--- config.mk ---
export PLATFORM = sky130hd
export DESIGN_NAME = hss_sequencer
export DESIGN_NICKNAME = d
export VERILOG_FILES = /design/src/common/hss_pkg.sv /design/src/hw/hss_filter.sv /design/src/hw/hss_sequencer.sv
export VERILOG_INCLUDE_DIRS = /design/src /design/src/common
export SDC_FILE = /design/constraint.sdc
export NUM_CORES = 1
export LEC_CHECK = 0
export ABC_AREA = 1
export BUFFER_PORTS_ARGS = -buffer_cell sky130_fd_sc_hd__buf_2
export CAP_MARGIN = 30
export CORE_UTILIZATION = 54
export CTS_CLUSTER_DIAMETER = 40
export CTS_CLUSTER_SIZE = 10
export DETAILED_ROUTE_END_ITERATION = 8
export PLACE_DENSITY = 0.69
export SYNTH_ARGS = -nofsm -noshare
export SYNTH_HDL_FRONTEND = slang
export SYNTH_SLANG_ARGS = --single-unit
--- constraint.sdc ---
create_clock -name i_clk_sys -period 3.55 [get_ports i_clk_sys]
set_input_delay 0.5325 -clock i_clk_sys [delete_from_list [all_inputs] [get_ports i_clk_sys]]
set_output_delay 0.5325 -clock i_clk_sys [all_outputs]
set_load 0.01 [all_outputs]
--- src/common/hss_consts.svh ---
`ifndef HSS_CONSTS_SVH
`define HSS_CONSTS_SVH

// ----------------------------------------------------------------
// channel count and clock rate
// ----------------------------------------------------------------
`define HSS_NCH              4
`define HSS_CLK_PERIOD_NS    100

// ----------------------------------------------------------------
// timing figures and derived cycle counts
// ----------------------------------------------------------------
// board select filter, both edges
`define HSS_BSEL_FILT_NS     100000
`define HSS_BSEL_FILT_CYC    (`HSS_BSEL_FILT_NS / `HSS_CLK_PERIOD_NS)
// fault filter, least length 1 us rounded up (longest is 2 us)
`define HSS_FAULT_FILT_NS    1000
`define HSS_FAULT_FILT_CYC   ((`HSS_FAULT_FILT_NS + `HSS_CLK_PERIOD_NS - 1) / `HSS_CLK_PERIOD_NS)
// slow turn-on clamp after a channel is enabled
`define HSS_CLAMP_NS         500000
`define HSS_CLAMP_CYC        (`HSS_CLAMP_NS / `HSS_CLK_PERIOD_NS)
// plain two-flop synchroniser plus one settle cycle
`define HSS_SYNC_CYC         1

// ----------------------------------------------------------------
// ramp pulse numbering
// ----------------------------------------------------------------
`define HSS_LAST_RAMP_PULSE  3'h3
`define HSS_ENABLE_PULSE     3'h4

`endif

--- src/common/hss_pkg.sv ---
package hss_pkg;

   // -------------------------------------------------------------
   // sequencer states
   // -------------------------------------------------------------
   typedef enum logic [2:0] {
      ST_OFF,
      ST_CHECK,
      ST_CHARGE,
      ST_DISCH,
      ST_GOOD,
      ST_LATCHED
   } hss_state_e;

   // -------------------------------------------------------------
   // analog comparator results, one bit per channel
   // -------------------------------------------------------------
   typedef struct packed {
      logic [3:0] win_ok;    // muxed voltage inside its uv/ov window
      logic [3:0] oc_fast;   // fast overcurrent comparator tripped
   } hss_cmp_s;

   // -------------------------------------------------------------
   // per-channel controls toward the gate blocks
   // -------------------------------------------------------------
   typedef struct packed {
      logic [3:0] amp_en;    // current control amp enable
      logic [3:0] ref_ramp;  // 1: reference follows ramp, 0: max limit
      logic [3:0] fast_dis;  // extra gate discharge paths
      logic [3:0] mon_en;    // voltage fault monitoring
   } hss_chan_s;

endpackage : hss_pkg

--- src/hw/hss_filter.sv ---
`timescale 1ns/1ps
`include "hss_consts.svh"

module hss_filter #(
   parameter int unsigned FILT_CYC = 1,
   parameter logic        INIT     = 1'b0
) (
   // clock, reset, enable
   input  wire logic i_clk_sys,
   input  wire logic i_nrst,
   input  wire logic i_clk_en,
   // raw level and filtered level
   input  wire logic i_raw,
   output logic      o_filt
);

   logic        meta_reg;
   logic        sync_reg;
   logic        filt_reg;
   logic [15:0] cnt_reg;

   // -------------------------------------------------------------
   // two-flop synchroniser, first stage read only by the second
   // -------------------------------------------------------------
   always_ff @(posedge i_clk_sys or negedge i_nrst) begin
      if (!i_nrst) begin
         meta_reg <= INIT;
         sync_reg <= INIT;
      end else if (i_clk_en) begin
         meta_reg <= i_raw;
         sync_reg <= meta_reg;
      end
   end

   // -------------------------------------------------------------
   // output follows only a level that stood FILT_CYC cycles
   // -------------------------------------------------------------
   always_ff @(posedge i_clk_sys or negedge i_nrst) begin
      if (!i_nrst) begin
         filt_reg <= INIT;
         cnt_reg  <= 16'h0000;
      end else if (i_clk_en) begin
         if (sync_reg == filt_reg) begin
            cnt_reg <= 16'h0000;           // glitch shorter than window dies here
         end else if (cnt_reg == 16'(FILT_CYC - 1)) begin
            filt_reg <= sync_reg;
            cnt_reg  <= 16'h0000;
         end else begin
            cnt_reg <= cnt_reg + 16'h0001;
         end
      end
   end

   assign o_filt = filt_reg;

endmodule : hss_filter

--- src/hw/hss_sequencer.sv ---
// Contract
// before first ramp, hold all switches off while any input supply is outside window.
// when ramp-up starts, switch voltage comparators from supply input to load sense.
// fast overcurrent trip disables that amp and turns on fast gate discharge.
// ignore faults under 1-2 us; longer fault latches, drops power-good, stops all.
// ramp-up uses five pulses; channels 1-4 on pulses 1-4, fifth enables channel-4 monitoring.
// controller starts turn-on with board select low; start only if supplies in window.
// each pulse charges ramp node to 1.5 V, then discharges to 0 V.
// reference follows ramp while rising; max current limit during discharge.
// pulse end advances channel, enables its amp, monitors channel just ramped.
// channel below undervoltage when monitored is a fault; all off, sequence aborted.
// stay latched after fault until board select goes high then low, or power cycles.
// fifth pulse is short, using the fast 256 uA ramp currents.
// drive power-good low only when all four channels good after fifth pulse.
// after channel enable, clamp ramp output for about 500 us before fast charging.
// board select passes a 100 us filter on both edges.
// board select high while healthy releases power-good, turns channels off 4,3,2,1.
// comparator, lockout and ramp inputs synchronised; channel controls are digital outputs.
// lockout or reset holds all channels off and power-good released.
`timescale 1ns/1ps
`include "hss_consts.svh"

module hss_sequencer #(
   parameter int unsigned CLAMP_CYC = `HSS_CLAMP_CYC
) (
   // clock, reset, enable
   input  wire logic             i_clk_sys,
   input  wire logic             i_nrst,
   input  wire logic             i_clk_en,
   // backplane pins
   input  wire logic             i_board_select_n,
   output logic                  o_pgood_n_o,
   output logic                  o_pgood_n_oe,
   // analog sensing
   input  wire logic             i_supply_lockout,
   input  wire hss_pkg::hss_cmp_s i_cmp,
   input  wire logic             i_ramp_hi,
   input  wire logic             i_ramp_lo,
   // channel and ramp controls
   output hss_pkg::hss_chan_s    o_chan,
   output logic                  o_sense_load,
   output logic                  o_ramp_charge,
   output logic                  o_ramp_discharge,
   output logic                  o_ramp_fast,
   output logic                  o_ramp_clamp,
   output logic                  o_fault
);
   import hss_pkg::*;

   // -------------------------------------------------------------
   // state
   // -------------------------------------------------------------
   hss_state_e  state_reg;
   hss_chan_s   chan_reg;
   logic [2:0]  pulse_reg;
   logic        down_reg;
   logic        sense_load_reg;
   logic        charge_reg;
   logic        discharge_reg;
   logic        fast_reg;
   logic        fault_reg;
   logic        pgood_oe_reg;
   logic [15:0] clamp_cnt_reg;
   logic        clamp_reg;

   // synchronised inputs and conditions decoded from them
   logic        bsel_n_f;
   logic        lockout_s;
   logic        ramp_hi_s;
   logic        ramp_lo_s;
   logic [3:0]  vfault_f;
   logic [3:0]  oc_f;
   logic        fault_now;
   logic        active;
   logic        clamp_start;

   // -------------------------------------------------------------
   // input conditioning
   // -------------------------------------------------------------
   // board select rests high so a floating pin never starts a turn-on
   hss_filter #(.FILT_CYC(`HSS_BSEL_FILT_CYC), .INIT(1'b1)) u_bsel (
      .i_clk_sys (i_clk_sys),
      .i_nrst    (i_nrst),
      .i_clk_en  (i_clk_en),
      .i_raw     (i_board_select_n),
      .o_filt    (bsel_n_f)
   );

   // lockout assumed active until seen otherwise
   hss_filter #(.FILT_CYC(`HSS_SYNC_CYC), .INIT(1'b1)) u_lock (
      .i_clk_sys (i_clk_sys),
      .i_nrst    (i_nrst),
      .i_clk_en  (i_clk_en),
      .i_raw     (i_supply_lockout),
      .o_filt    (lockout_s)
   );

   hss_filter #(.FILT_CYC(`HSS_SYNC_CYC), .INIT(1'b0)) u_hi (
      .i_clk_sys (i_clk_sys),
      .i_nrst    (i_nrst),
      .i_clk_en  (i_clk_en),
      .i_raw     (i_ramp_hi),
      .o_filt    (ramp_hi_s)
   );

   hss_filter #(.FILT_CYC(`HSS_SYNC_CYC), .INIT(1'b0)) u_lo (
      .i_clk_sys (i_clk_sys),
      .i_nrst    (i_nrst),
      .i_clk_en  (i_clk_en),
      .i_raw     (i_ramp_lo),
      .o_filt    (ramp_lo_s)
   );

   // per-channel fault filters for voltage window and fast overcurrent
   for (genvar ch = 0; ch < `HSS_NCH; ch++) begin : g_ch
      hss_filter #(.FILT_CYC(`HSS_FAULT_FILT_CYC), .INIT(1'b0)) u_vf (
         .i_clk_sys (i_clk_sys),
         .i_nrst    (i_nrst),
         .i_clk_en  (i_clk_en),
         .i_raw     (~i_cmp.win_ok[ch]),
         .o_filt    (vfault_f[ch])
      );
      hss_filter #(.FILT_CYC(`HSS_FAULT_FILT_CYC), .INIT(1'b0)) u_oc (
         .i_clk_sys (i_clk_sys),
         .i_nrst    (i_nrst),
         .i_clk_en  (i_clk_en),
         .i_raw     (i_cmp.oc_fast[ch]),
         .o_filt    (oc_f[ch])
      );
   end

   // -------------------------------------------------------------
   // fault detection while rails may be live
   // -------------------------------------------------------------
   assign active    = (state_reg == ST_CHARGE) || (state_reg == ST_DISCH) || (state_reg == ST_GOOD);
   assign fault_now = active &&
                      (|((oc_f & chan_reg.amp_en) | (vfault_f & chan_reg.mon_en)));

   // -------------------------------------------------------------
   // main sequencer: ramp pulses, channel enables, latch-off
   // -------------------------------------------------------------
   always_ff @(posedge i_clk_sys or negedge i_nrst) begin
      if (!i_nrst) begin
         state_reg      <= ST_OFF;
         chan_reg       <= '0;
         pulse_reg      <= 3'h0;
         down_reg       <= 1'b0;
         sense_load_reg <= 1'b0;
         charge_reg     <= 1'b0;
         discharge_reg  <= 1'b0;
         fast_reg       <= 1'b0;
         fault_reg      <= 1'b0;
      end else if (i_clk_en) begin
         if (lockout_s) begin
            // lockout overrides everything, also clears a latched fault
            state_reg      <= ST_OFF;
            chan_reg       <= '0;
            pulse_reg      <= 3'h0;
            down_reg       <= 1'b0;
            sense_load_reg <= 1'b0;
            charge_reg     <= 1'b0;
            discharge_reg  <= 1'b0;
            fast_reg       <= 1'b0;
            fault_reg      <= 1'b0;
         end else if (fault_now) begin
            // one channel failing shuts all four; live ones get fast discharge
            state_reg       <= ST_LATCHED;
            chan_reg.amp_en   <= 4'h0;
            chan_reg.fast_dis <= chan_reg.amp_en | oc_f;
            chan_reg.ref_ramp <= 4'h0;
            chan_reg.mon_en   <= 4'h0;
            charge_reg      <= 1'b0;
            discharge_reg   <= 1'b0;
            fast_reg        <= 1'b0;
            fault_reg       <= 1'b1;
         end else begin
            case (state_reg)
               ST_OFF: begin
                  chan_reg       <= '0;
                  sense_load_reg <= 1'b0;
                  fault_reg      <= 1'b0;
                  if (!bsel_n_f) begin
                     state_reg <= ST_CHECK;
                  end
               end
               ST_CHECK: begin
                  // switches stay off until every input supply is in window
                  if (bsel_n_f) begin
                     state_reg <= ST_OFF;
                  end else if (vfault_f == 4'h0) begin
                     state_reg         <= ST_CHARGE;
                     sense_load_reg    <= 1'b1;
                     chan_reg.amp_en   <= 4'h1;
                     chan_reg.ref_ramp <= 4'h1;
                     pulse_reg         <= 3'h0;
                     down_reg          <= 1'b0;
                     charge_reg        <= 1'b1;
                  end
               end
               ST_CHARGE: begin
                  if (ramp_hi_s) begin
                     state_reg         <= ST_DISCH;
                     charge_reg        <= 1'b0;
                     discharge_reg     <= 1'b1;
                     chan_reg.ref_ramp <= 4'h0;
                  end
               end
               ST_DISCH: begin
                  if (ramp_lo_s) begin
                     discharge_reg <= 1'b0;
                     if (!down_reg) begin
                        if (pulse_reg < `HSS_LAST_RAMP_PULSE) begin
                           // next channel on, previous one now watched
                           chan_reg.amp_en[pulse_reg[1:0] + 2'h1] <= 1'b1;
                           chan_reg.ref_ramp <= 4'h1 << (pulse_reg[1:0] + 2'h1);
                           chan_reg.mon_en[pulse_reg[1:0]] <= 1'b1;
                           pulse_reg  <= pulse_reg + 3'h1;
                           charge_reg <= 1'b1;
                           state_reg  <= ST_CHARGE;
                        end else if (pulse_reg == `HSS_LAST_RAMP_PULSE) begin
                           chan_reg.mon_en[3] <= 1'b1;
                           fast_reg   <= 1'b1;
                           pulse_reg  <= `HSS_ENABLE_PULSE;
                           charge_reg <= 1'b1;
                           state_reg  <= ST_CHARGE;
                        end else begin
                           fast_reg  <= 1'b0;
                           state_reg <= ST_GOOD;
                        end
                     end else begin
                        // ramp-down: pulse k (1 to 4) ends by turning off channel 5-k
                        fast_reg <= 1'b0;
                        if (pulse_reg != 3'h0) begin
                           chan_reg.amp_en[2'(3'h4 - pulse_reg)] <= 1'b0;
                           chan_reg.fast_dis[2'(3'h4 - pulse_reg)] <= 1'b1;
                        end
                        if (pulse_reg == `HSS_ENABLE_PULSE) begin
                           state_reg      <= ST_OFF;
                           down_reg       <= 1'b0;
                           sense_load_reg <= 1'b0;
                        end else begin
                           if (pulse_reg < 3'h3) begin
                              chan_reg.mon_en[2'(3'h2 - pulse_reg)] <= 1'b0;
                           end
                           pulse_reg  <= pulse_reg + 3'h1;
                           charge_reg <= 1'b1;
                           state_reg  <= ST_CHARGE;
                        end
                     end
                  end
               end
               ST_GOOD: begin
                  if (bsel_n_f) begin
                     // short first pulse drops channel 4 monitoring, then channel 3 monitoring at its end
                     state_reg          <= ST_CHARGE;
                     down_reg           <= 1'b1;
                     pulse_reg          <= 3'h0;
                     chan_reg.mon_en[3] <= 1'b0;
                     fast_reg           <= 1'b1;
                     charge_reg         <= 1'b1;
                  end
               end
               ST_LATCHED: begin
                  // a board select release or a lockout clears the latch
                  chan_reg.amp_en <= 4'h0;
                  if (bsel_n_f) begin
                     state_reg <= ST_OFF;
                  end
               end
               default: begin
                  state_reg <= ST_OFF;
               end
            endcase
         end
      end
   end

   // -------------------------------------------------------------
   // slow turn-on clamp on each ramp-up channel enable
   // -------------------------------------------------------------
   assign clamp_start = !lockout_s && !fault_now &&
                        (((state_reg == ST_CHECK) && !bsel_n_f && (vfault_f == 4'h0)) ||
                         ((state_reg == ST_DISCH) && ramp_lo_s && !down_reg &&
                          (pulse_reg < `HSS_LAST_RAMP_PULSE)));

   always_ff @(posedge i_clk_sys or negedge i_nrst) begin
      if (!i_nrst) begin
         clamp_cnt_reg <= 16'h0000;
         clamp_reg     <= 1'b0;
      end else if (i_clk_en) begin
         if (clamp_start) begin
            clamp_cnt_reg <= 16'(CLAMP_CYC - 1);
            clamp_reg     <= 1'b1;
         end else if (lockout_s || fault_now || (clamp_cnt_reg == 16'h0000)) begin
            clamp_cnt_reg <= 16'h0000;
            clamp_reg     <= 1'b0;
         end else begin
            clamp_cnt_reg <= clamp_cnt_reg - 16'h0001;
         end
      end
   end

   // -------------------------------------------------------------
   // power-good: pulled low only while healthy and still selected
   // -------------------------------------------------------------
   always_ff @(posedge i_clk_sys or negedge i_nrst) begin
      if (!i_nrst) begin
         pgood_oe_reg <= 1'b0;
      end else if (i_clk_en) begin
         pgood_oe_reg <= (state_reg == ST_GOOD) && !bsel_n_f && !fault_now && !lockout_s;
      end
   end

   // -------------------------------------------------------------
   // outputs straight from flops, pgood data tied low
   // -------------------------------------------------------------
   assign o_chan           = chan_reg;
   assign o_sense_load     = sense_load_reg;
   assign o_ramp_charge    = charge_reg;
   assign o_ramp_discharge = discharge_reg;
   assign o_ramp_fast      = fast_reg;
   assign o_ramp_clamp     = clamp_reg;
   assign o_fault          = fault_reg;
   assign o_pgood_n_oe     = pgood_oe_reg;
   assign o_pgood_n_o      = 1'b0;                                    // open drain only pulls low

endmodule : hss_sequencer

==> PnR_summary.wiki, run 1 <==
{| class="wikitable"
! Metric !! Value
|-
| Fmax || 503.0 MHz
|-
| Number of setup violations in the final report || 0
|-
| Total stage count of the critical path || 9
|-
| Launching point of the worst reg2reg path || g_ch[3].u_vf.cnt_reg[1]
|-
| WS Path Type || reg -> reg
|-
| Floorplan core area || 28860 um^2
|-
| Vias per cell || 5.498
|-
| GPL Wtd Cong || 0.8883
|-
| Share of Yosys cell area claimed by the top area cell type || 42.15%
|-
| P_leak || 8.227 nW
|-
| Unrepaired setup endpoints after global routing || no
|-
| Antenna viol nets, final || 0
|-
| Capture instance of the worst register-to-register path || g_ch[3].u_vf.cnt_reg[12]
|-
| Path type of the worst min-delay path || in -> async
|-
| Slew at the pin closest to its max-slew limit || 0.8392 ns
|-
| Setup crit end kind || register
|-
| CP delay by family, top || simple AND/OR/NAND/NOR gates
|-
| Clock tree from TritonCTS || built
|-
| Count leader, synth || sky130_fd_sc_hd__nand2_1
|-
| Cell taking the most area after synthesis || sky130_fd_sc_hd__dfrtp_1
|-
| Number of placement rows || 62
|-
| Worst-path fanout max || 10
|-
| Number of buffers inserted by port buffering || 37
|-
| Most repeated library cell on the critical path || sky130_fd_sc_hd__nand3_1
|-
| Critical path required time || 3.92 ns
|-
| Total GRT Usage || 24.14%
|-
| # H-tree levels || 2
|-
| Ys flop type || sky130_fd_sc_hd__dfrtp_1
|-
| Async set-reset flop share out of synthesis || 100.0%
|-
| Area delta synth->final || 12.70%
|-
| Fin crit period || 1.988 ns
|-
| Synth cell types || 55
|-
| Initial DRT Pass Iterations || 8
|-
| Hold Fails Final Rpt || 0
|-
| Sum of internal, switching and leakage power || 0.009132 W
|-
| Vias in the first global route || 13260
|-
| Leading post-synthesis cells by instance count || sky130_fd_sc_hd__nand2_1, sky130_fd_sc_hd__dfrtp_1, sky130_fd_sc_hd__inv_1
|-
| CTS clk-pin slew, worst paths || 0.05 ns
|-
| Synthesized instance count || 2107
|-
| Biggest area contributors in the synthesized netlist || sky130_fd_sc_hd__dfrtp_1, sky130_fd_sc_hd__nand2_1, sky130_fd_sc_hd__inv_1, sky130_fd_sc_hd__nand3_1, sky130_fd_sc_hd__o21ai_0
|-
| Proportion of layout cells with a drive suffix above 1 || 9.016%
|-
| Initial antenna violation count || 1
|-
| Clock tree skew after final layout || 0.01544 ns
|-
| Die W || 173.7 um
|-
| HPWL after detailed placement || 24.37 mm
|-
| Chip height || 173.7 um
|-
| Setup slack on the worst flop-to-flop path || 1.56 ns
|-
| Number of hold buffers added after cts || 0
|-
| Max rail drop VDD || 0.4069 mV
|-
| Clock Tree Root || sky130_fd_sc_hd__clkbuf_16
|-
| Number of DRC violations after detailed routing || 0
|-
| Final total negative setup slack || 0 ns
|-
| Crit share post-route || 56.00%
|-
| Cell area power density || 509.2 nW/um^2
|-
| Detailed-route wire length per cell || 13.87 um
|-
| Initial core utilization || 55.14%
|-
| First-pass GRT wire length || 61.73 mm
|-
| Worst path arrival time || 2.36 ns
|-
| Area of the die || 30160 um^2
|-
| Path depth of the worst reg2reg path || 9
|-
| Maximum root-to-sink buffer count || 3
|-
| Mean area per synthesized cell || 7.552 um^2
|-
| Largest net degree at the start of global routing || 160
|-
| Number of enable-type register cells in the synthesized netlist || 0
|-
| Slowest cell delay on critical path || 0.39 ns
|-
| Flip-flop and latch count after synthesis || 274
|-
| Final layout net count || 2200
|-
| Number of buffers created by CTS || 43
|-
| Number of ports placed on the die boundary || 39
|-
| Postcts setup bufs || 0
|-
| Max capacitance violation total || 0
|-
| Worst max-slew margin expressed relative to the limit || 43.94%
|-
| Source-to-sink clock delay at the later pin of the worst-skew pair || 0.53 ns
|-
| Sequential cell area fraction in the yosys report || 43.14%
|-
| Synth warn || 0
|-
| Result of the run || finished, final reports clean
|-
| Buf/Inv on CP || 2
|-
| Crit path launch type || register
|-
| CTS sink count || 274
|-
| Total detailed-routing wirelength || 35.66 mm
|-
| Final slew viol count || 0
|-
| CTS-repair resized insts || 0
|-
| CP max stage cell || sky130_fd_sc_hd__dfrtp_1
|-
| Worst path cell trace || inv_1 > ha_1 > nand4_1 > nor2_1 > nand3_1 > nand2_1 > clkinv_1 > nand3_1 > o21ai_0
|-
| DR iter-0 viols || 1121
|-
| Post-synthesis instance area || 15910 um^2
|-
| Number of vias after detailed routing || 14130
|-
| Net count of the mapped netlist || 2155
|-
| Final global-route overflow total || 0
|}
==> metal layers <==
layer | GRT usage (%) | share of wire (%) | routed length [um]
met5 | 0 | 0 | 0
met1 | 34.28 | 48 | 17020
met2 | 38.91 | 45 | 16210
met3 | 3.377 | 4.8 | 1721
met4 | 6.287 | 2.0 | 702
==> layout make-up <==
type	count	area, um^2
flip-flops and latches	274	6864
inverters	278	1050
multi-input cells	1509	7766
fillers	2549	10930
diodes	1	2.502
well taps	384	480.5
clock buffers	58	1192
clock inverters	20	257.7
repair buffers	46	319.1
==> worst reg2reg max path, cell delays in order (launching register included) <==
cell and delay (ns):
sky130_fd_sc_hd__dfrtp_1 0.39, sky130_fd_sc_hd__inv_1 0.08, sky130_fd_sc_hd__ha_1 0.15, sky130_fd_sc_hd__nand4_1 0.10, sky130_fd_sc_hd__nor2_1 0.10, sky130_fd_sc_hd__nand3_1 0.17
sky130_fd_sc_hd__nand2_1 0.26, sky130_fd_sc_hd__clkinv_1 0.33, sky130_fd_sc_hd__nand3_1 0.17, sky130_fd_sc_hd__o21ai_0 0.08
==> logic make-up after synthesis <==
group                    Yosys count  share of synthesized area, %
AO/OA/AOI/OAI                    336                         11.64
XOR/XNOR                          66                         3.633
adder cells (fa/ha/maj)           33                         2.595
buffers and inverters            324                         8.052
flip-flops                       274                         43.14
multiplexers                       2                        0.1337
other                              1                       0.02357
AND/OR/NAND/NOR                 1071                         30.79
==> worst max path at each step <==
stage,startpoint,endpoint,slack (ns)
final,g_ch[3].u_vf.cnt_reg[1],g_ch[3].u_vf.cnt_reg[12],1.56
after global routing,u_hi.o_filt,u_hi.cnt_reg[8],1.27
after CTS,u_hi.o_filt,u_hi.cnt_reg[8],1.54
after detailed placement,i_clk_en,u_lock.cnt_reg[9],1.33
after global placement,i_clk_en,u_lock.cnt_reg[9],1.39
after floorplan,i_clk_en,g_ch[1].u_vf.cnt_reg[10],1.98
==> cell usage in the layout (no fill, tap or decap), types with 5 or more instances in the layout <==
master and count:
sky130_fd_sc_hd__nand2_2 11, sky130_fd_sc_hd__o21a_1 7, sky130_fd_sc_hd__nor3_2 9, sky130_fd_sc_hd__buf_4 5
sky130_fd_sc_hd__nor4_1 6, sky130_fd_sc_hd__nand3_2 5, sky130_fd_sc_hd__bufinv_16 5, sky130_fd_sc_hd__xnor2_1 17
sky130_fd_sc_hd__nand4_1 80, sky130_fd_sc_hd__a21oi_1 41, sky130_fd_sc_hd__clkbuf_8 6, sky130_fd_sc_hd__buf_2 35
sky130_fd_sc_hd__dfrtp_1 268, sky130_fd_sc_hd__clkbuf_16 43, sky130_fd_sc_hd__ha_1 33, sky130_fd_sc_hd__nor2_1 203
sky130_fd_sc_hd__inv_2 9, sky130_fd_sc_hd__o22ai_1 72, sky130_fd_sc_hd__inv_1 263, sky130_fd_sc_hd__dfstp_2 6
sky130_fd_sc_hd__nand2_1 480, sky130_fd_sc_hd__nor2_2 11, sky130_fd_sc_hd__inv_6 5, sky130_fd_sc_hd__nor3_1 48
sky130_fd_sc_hd__o21ai_1 15, sky130_fd_sc_hd__nand3_1 189, sky130_fd_sc_hd__clkbuf_1 9, sky130_fd_sc_hd__a31oi_1 5
sky130_fd_sc_hd__o21ai_0 179, sky130_fd_sc_hd__xor2_1 49, sky130_fd_sc_hd__nor2_4 8, sky130_fd_sc_hd__clkinv_2 6
==> stage by stage <==
stage / setup slack, ns / instance area, um^2 / instances / hold WS (ns) / util (%)
after floorplan: 1.980 / 15910 / 2107 / 0.2369 / -
after global placement: 1.390 / 16480 / 2491 / 0.4524 / 57.11
after detailed placement: 1.330 / 16480 / 2491 / 0.4537 / 57.11
after CTS: 1.544 / 17930 / 2569 / 0.06006 / 62.13
after global routing: 1.268 / 17930 / 2569 / 0.09841 / 62.13
final: 1.562 / 17930 / 2570 / 0.02034 / 62.14
==> power by group <==
group / leakage, nW / internal, W / total, W / switching [W]
Combinational: 3.83 / 0.000454 / 0.00128 / 0.000825
Sequential: 3.70 / 0.00338 / 0.00365 / 0.000271
Clock: 0.701 / 0.00273 / 0.00421 / 0.00148
Total: 8.23 / 0.00656 / 0.00913 / 0.00258
Note: power is estimated with default switching activity, not from simulation.
==> run 2: changes to the inputs <==
Clock period 3.55 ns to 2.02 ns, I/O delays scaled along.
==> PnR_summary.wiki, run 2 (synthesis results as in run 1) <==
{| class="wikitable"
! Metric !! Value
|-
| Fmax || 536.6 MHz
|-
| Critical path required time || 2.48 ns
|-
| Floorplan core area || 28860 um^2
|-
| Reg power frac || 37.4%
|-
| Vias in the first global route || 13770
|-
| Worst path arrival time || 2.33 ns
|-
| Chip height || 173.7 um
|-
| Clock tree from TritonCTS || built
|-
| Total GRT Usage || 25.29%
|-
| Number of vias after detailed routing || 14240
|-
| Launching point of the worst reg2reg path || o_chan[15]
|-
| Proportion of layout cells with a drive suffix above 1 || 10.55%
|-
| Result of the run || finished, final reports clean
|-
| Antenna viol nets, final || 0
|-
| Setup slack on the worst flop-to-flop path || 0.16 ns
|-
| Final layout net count || 2241
|-
| Initial DRT Pass Iterations || 6
|-
| Path depth of the worst reg2reg path || 11
|-
| P_leak || 8.499 nW
|-
| # H-tree levels || 2
|-
| Slew at the pin closest to its max-slew limit || 0.6686 ns
|-
| Number of placement rows || 62
|-
| WS Path Type || reg -> reg
|-
| Hold_sp || i_board_select_n
|-
| Commonest cells after routing, fill and taps aside || sky130_fd_sc_hd__nand2_1, sky130_fd_sc_hd__dfrtp_1, sky130_fd_sc_hd__inv_1, sky130_fd_sc_hd__nor2_1, sky130_fd_sc_hd__nand3_1
|-
| Detailed-route wire length per cell || 14.28 um
|-
| Final slew viol count || 0
|-
| Placed Area || 16690 um^2
|-
| Post-Place Cells || 2514
|-
| Setup crit end kind || register
|-
| Final total negative setup slack || 0 ns
|-
| Sw frac || 28.08%
|-
| GPL Wtd Cong || 0.8985
|-
| Initial core utilization || 55.14%
|-
| Maximum root-to-sink buffer count || 3
|-
| Fin crit period || 1.864 ns
|-
| Critical path startpoint || o_chan[15]
|-
| Die W || 173.7 um
|-
| Number of diodes || 0
|-
| Final global-route overflow total || 0
|-
| Clock tree skew after final layout || 0.01525 ns
|-
| Number of DRC violations after detailed routing || 0
|-
| Internal power summed over all cells || 0.01226 W
|-
| Worst path cell trace || nand2_1 > nand2_1 > nor2_4 > nand2_4 > nand2_8 > nand2_4 > inv_4 > nand3_4 > nand2_1 > nand2_1 > o21ai_1
|-
| Max rail drop VDD || 0.8020 mV
|-
| Worst max-slew margin expressed relative to the limit || 55.42%
|-
| Most repeated library cell on the critical path || sky130_fd_sc_hd__nand2_1
|-
| Switching power summed over all nets || 0.004788 W
|-
| Number of setup violations in the final report || 0
|-
| Hold Fails Final Rpt || 0
|-
| Crit share post-route || 92.25%
|-
| Number of buffers created by CTS || 46
|-
| CTS sink count || 274
|-
| Total detailed-routing wirelength || 37.29 mm
|-
| Area delta synth->final || 16.14%
|-
| Max capacitance violation total || 0
|-
| Vias per cell || 5.452
|-
| Endpoint of the most critical setup path || o_ramp_clamp
|-
| Total non-filler cell area in the finished layout || 18480 um^2
|-
| Slowest cell delay on critical path || 0.43 ns
|-
| Non-Filler Instances || 2612
|-
| Capture instance of the worst register-to-register path || o_ramp_clamp
|-
| Buf/Inv on CP || 1
|-
| First-pass GRT wire length || 64.38 mm
|-
| Unrepaired setup endpoints after global routing || no
|-
| CTS clk-pin slew, worst paths || 0.05 ns
|-
| Number of ports placed on the die boundary || 39
|-
| Worst-path fanout max || 16
|-
| CP max stage cell || sky130_fd_sc_hd__dfrtp_1
|-
| Largest net degree at the start of global routing || 65
|-
| Area of the die || 30160 um^2
|-
| CP delay by family, top || simple AND/OR/NAND/NOR gates
|-
| Total stage count of the critical path || 11
|-
| Path type of the worst min-delay path || in -> reg
|-
| Clock network power share || 48.5%
|-
| Clock Tree Root || sky130_fd_sc_hd__clkbuf_16
|-
| Number of buffers inserted by port buffering || 37
|-
| HPWL after detailed placement || 25.87 mm
|-
| Crit path launch type || register
|-
| Commonest non-fill, non-tap cell in the layout || sky130_fd_sc_hd__nand2_1
|-
| Initial antenna violation count || 0
|-
| Combinational share of power || 14.1%
|-
| Source-to-sink clock delay at the later pin of the worst-skew pair || 0.54 ns
|-
| Cell area power density || 922.6 nW/um^2
|-
| DR iter-0 viols || 1019
|}
run 2: cell count changes in the layout (fill, tap and decap cells not counted), sizes merged:
cell | before | now
buf | 46 | 72
dlygate4sd3 | 0 | 12
inv | 279 | 278
diode | 1 | 0
bufinv | 5 | 7
clkbuf | 58 | 56
clkinv | 10 | 12
clkinvlp | 4 | 8
run 2: worst min-delay path by stage:
stage,to,slack (ns),cells after the start
2_1_floorplan,clamp_cnt_reg[0],0.007,0
3_3_place_gp,u_lo.cnt_reg[11],0.24,1
3_5_place_dp,u_lo.cnt_reg[11],0.24,1
4_1_cts,u_bsel.meta_reg,0.01,3
5_1_grt,u_bsel.meta_reg,0.04,3
6_report,u_bsel.meta_reg,0.04,3
run 2: power by group through the flow:
stage | logic, W | clock network (W) | registers [W]
2_1_floorplan | 0.00165 | 0 | 0.00636
4_1_cts | 0.00241 | 0.00844 | 0.00638
5_1_grt | 0.00272 | 0.00863 | 0.00645
3_3_place_gp | 0.00234 | 0 | 0.00644
3_5_place_dp | 0.00238 | 0 | 0.00646
6_report | 0.00240 | 0.00826 | 0.00638
run 2: per-stage QoR:
stage	worst slack (ns)	utilization [%]	hold WS, ns	power [W]
after detailed placement	0.1442	57.83	0.2386	0.008837
after CTS	0.1387	63.95	0.01401	0.01723
after global placement	0.1724	57.83	0.2409	0.008777
after floorplan	0.4565	-	0.007409	0.008018
after global routing	0.009058	64.04	0.04261	0.01780
final	0.1565	64.04	0.04483	0.01705
run 2: layer usage:
layer | part of all wire, % | global-route usage [%] | vias to the layer above
met1 | 47 | 34.28 | 6704
met3 | 4.9 | 3.684 | 63
met2 | 46 | 42.25 | 315
met5 | 0 | 0 | -
li1 | - | - | 7158
met4 | 2.0 | 7.200 | 0
run 2: layout make-up:
cell class / instances / area (um^2)
Sequential cell: 274 / 6864
Clock buffer: 56 / 1292
Clock inverter: 27 / 352.8
Multi-Input combinational cell: 1509 / 7769
Inverter: 278 / 1050
Timing Repair Buffer: 84 / 671.9
Fill cell: 2497 / 10380
Tap cell: 384 / 480.5
run 2: repair_timing:
item	4_1_cts	5_1_grt
hold buffers	12	0
setup buffers	0	3
setup endpoints to repair	0	2
gates resized for setup	0	1
hold endpoints to repair	49	0
run 2: tightest hold or removal path, stage by stage:
cell                      delay [ns]
sky130_fd_sc_hd__buf_2          0.10
sky130_fd_sc_hd__nand2_1        0.11
sky130_fd_sc_hd__nand2_1        0.07
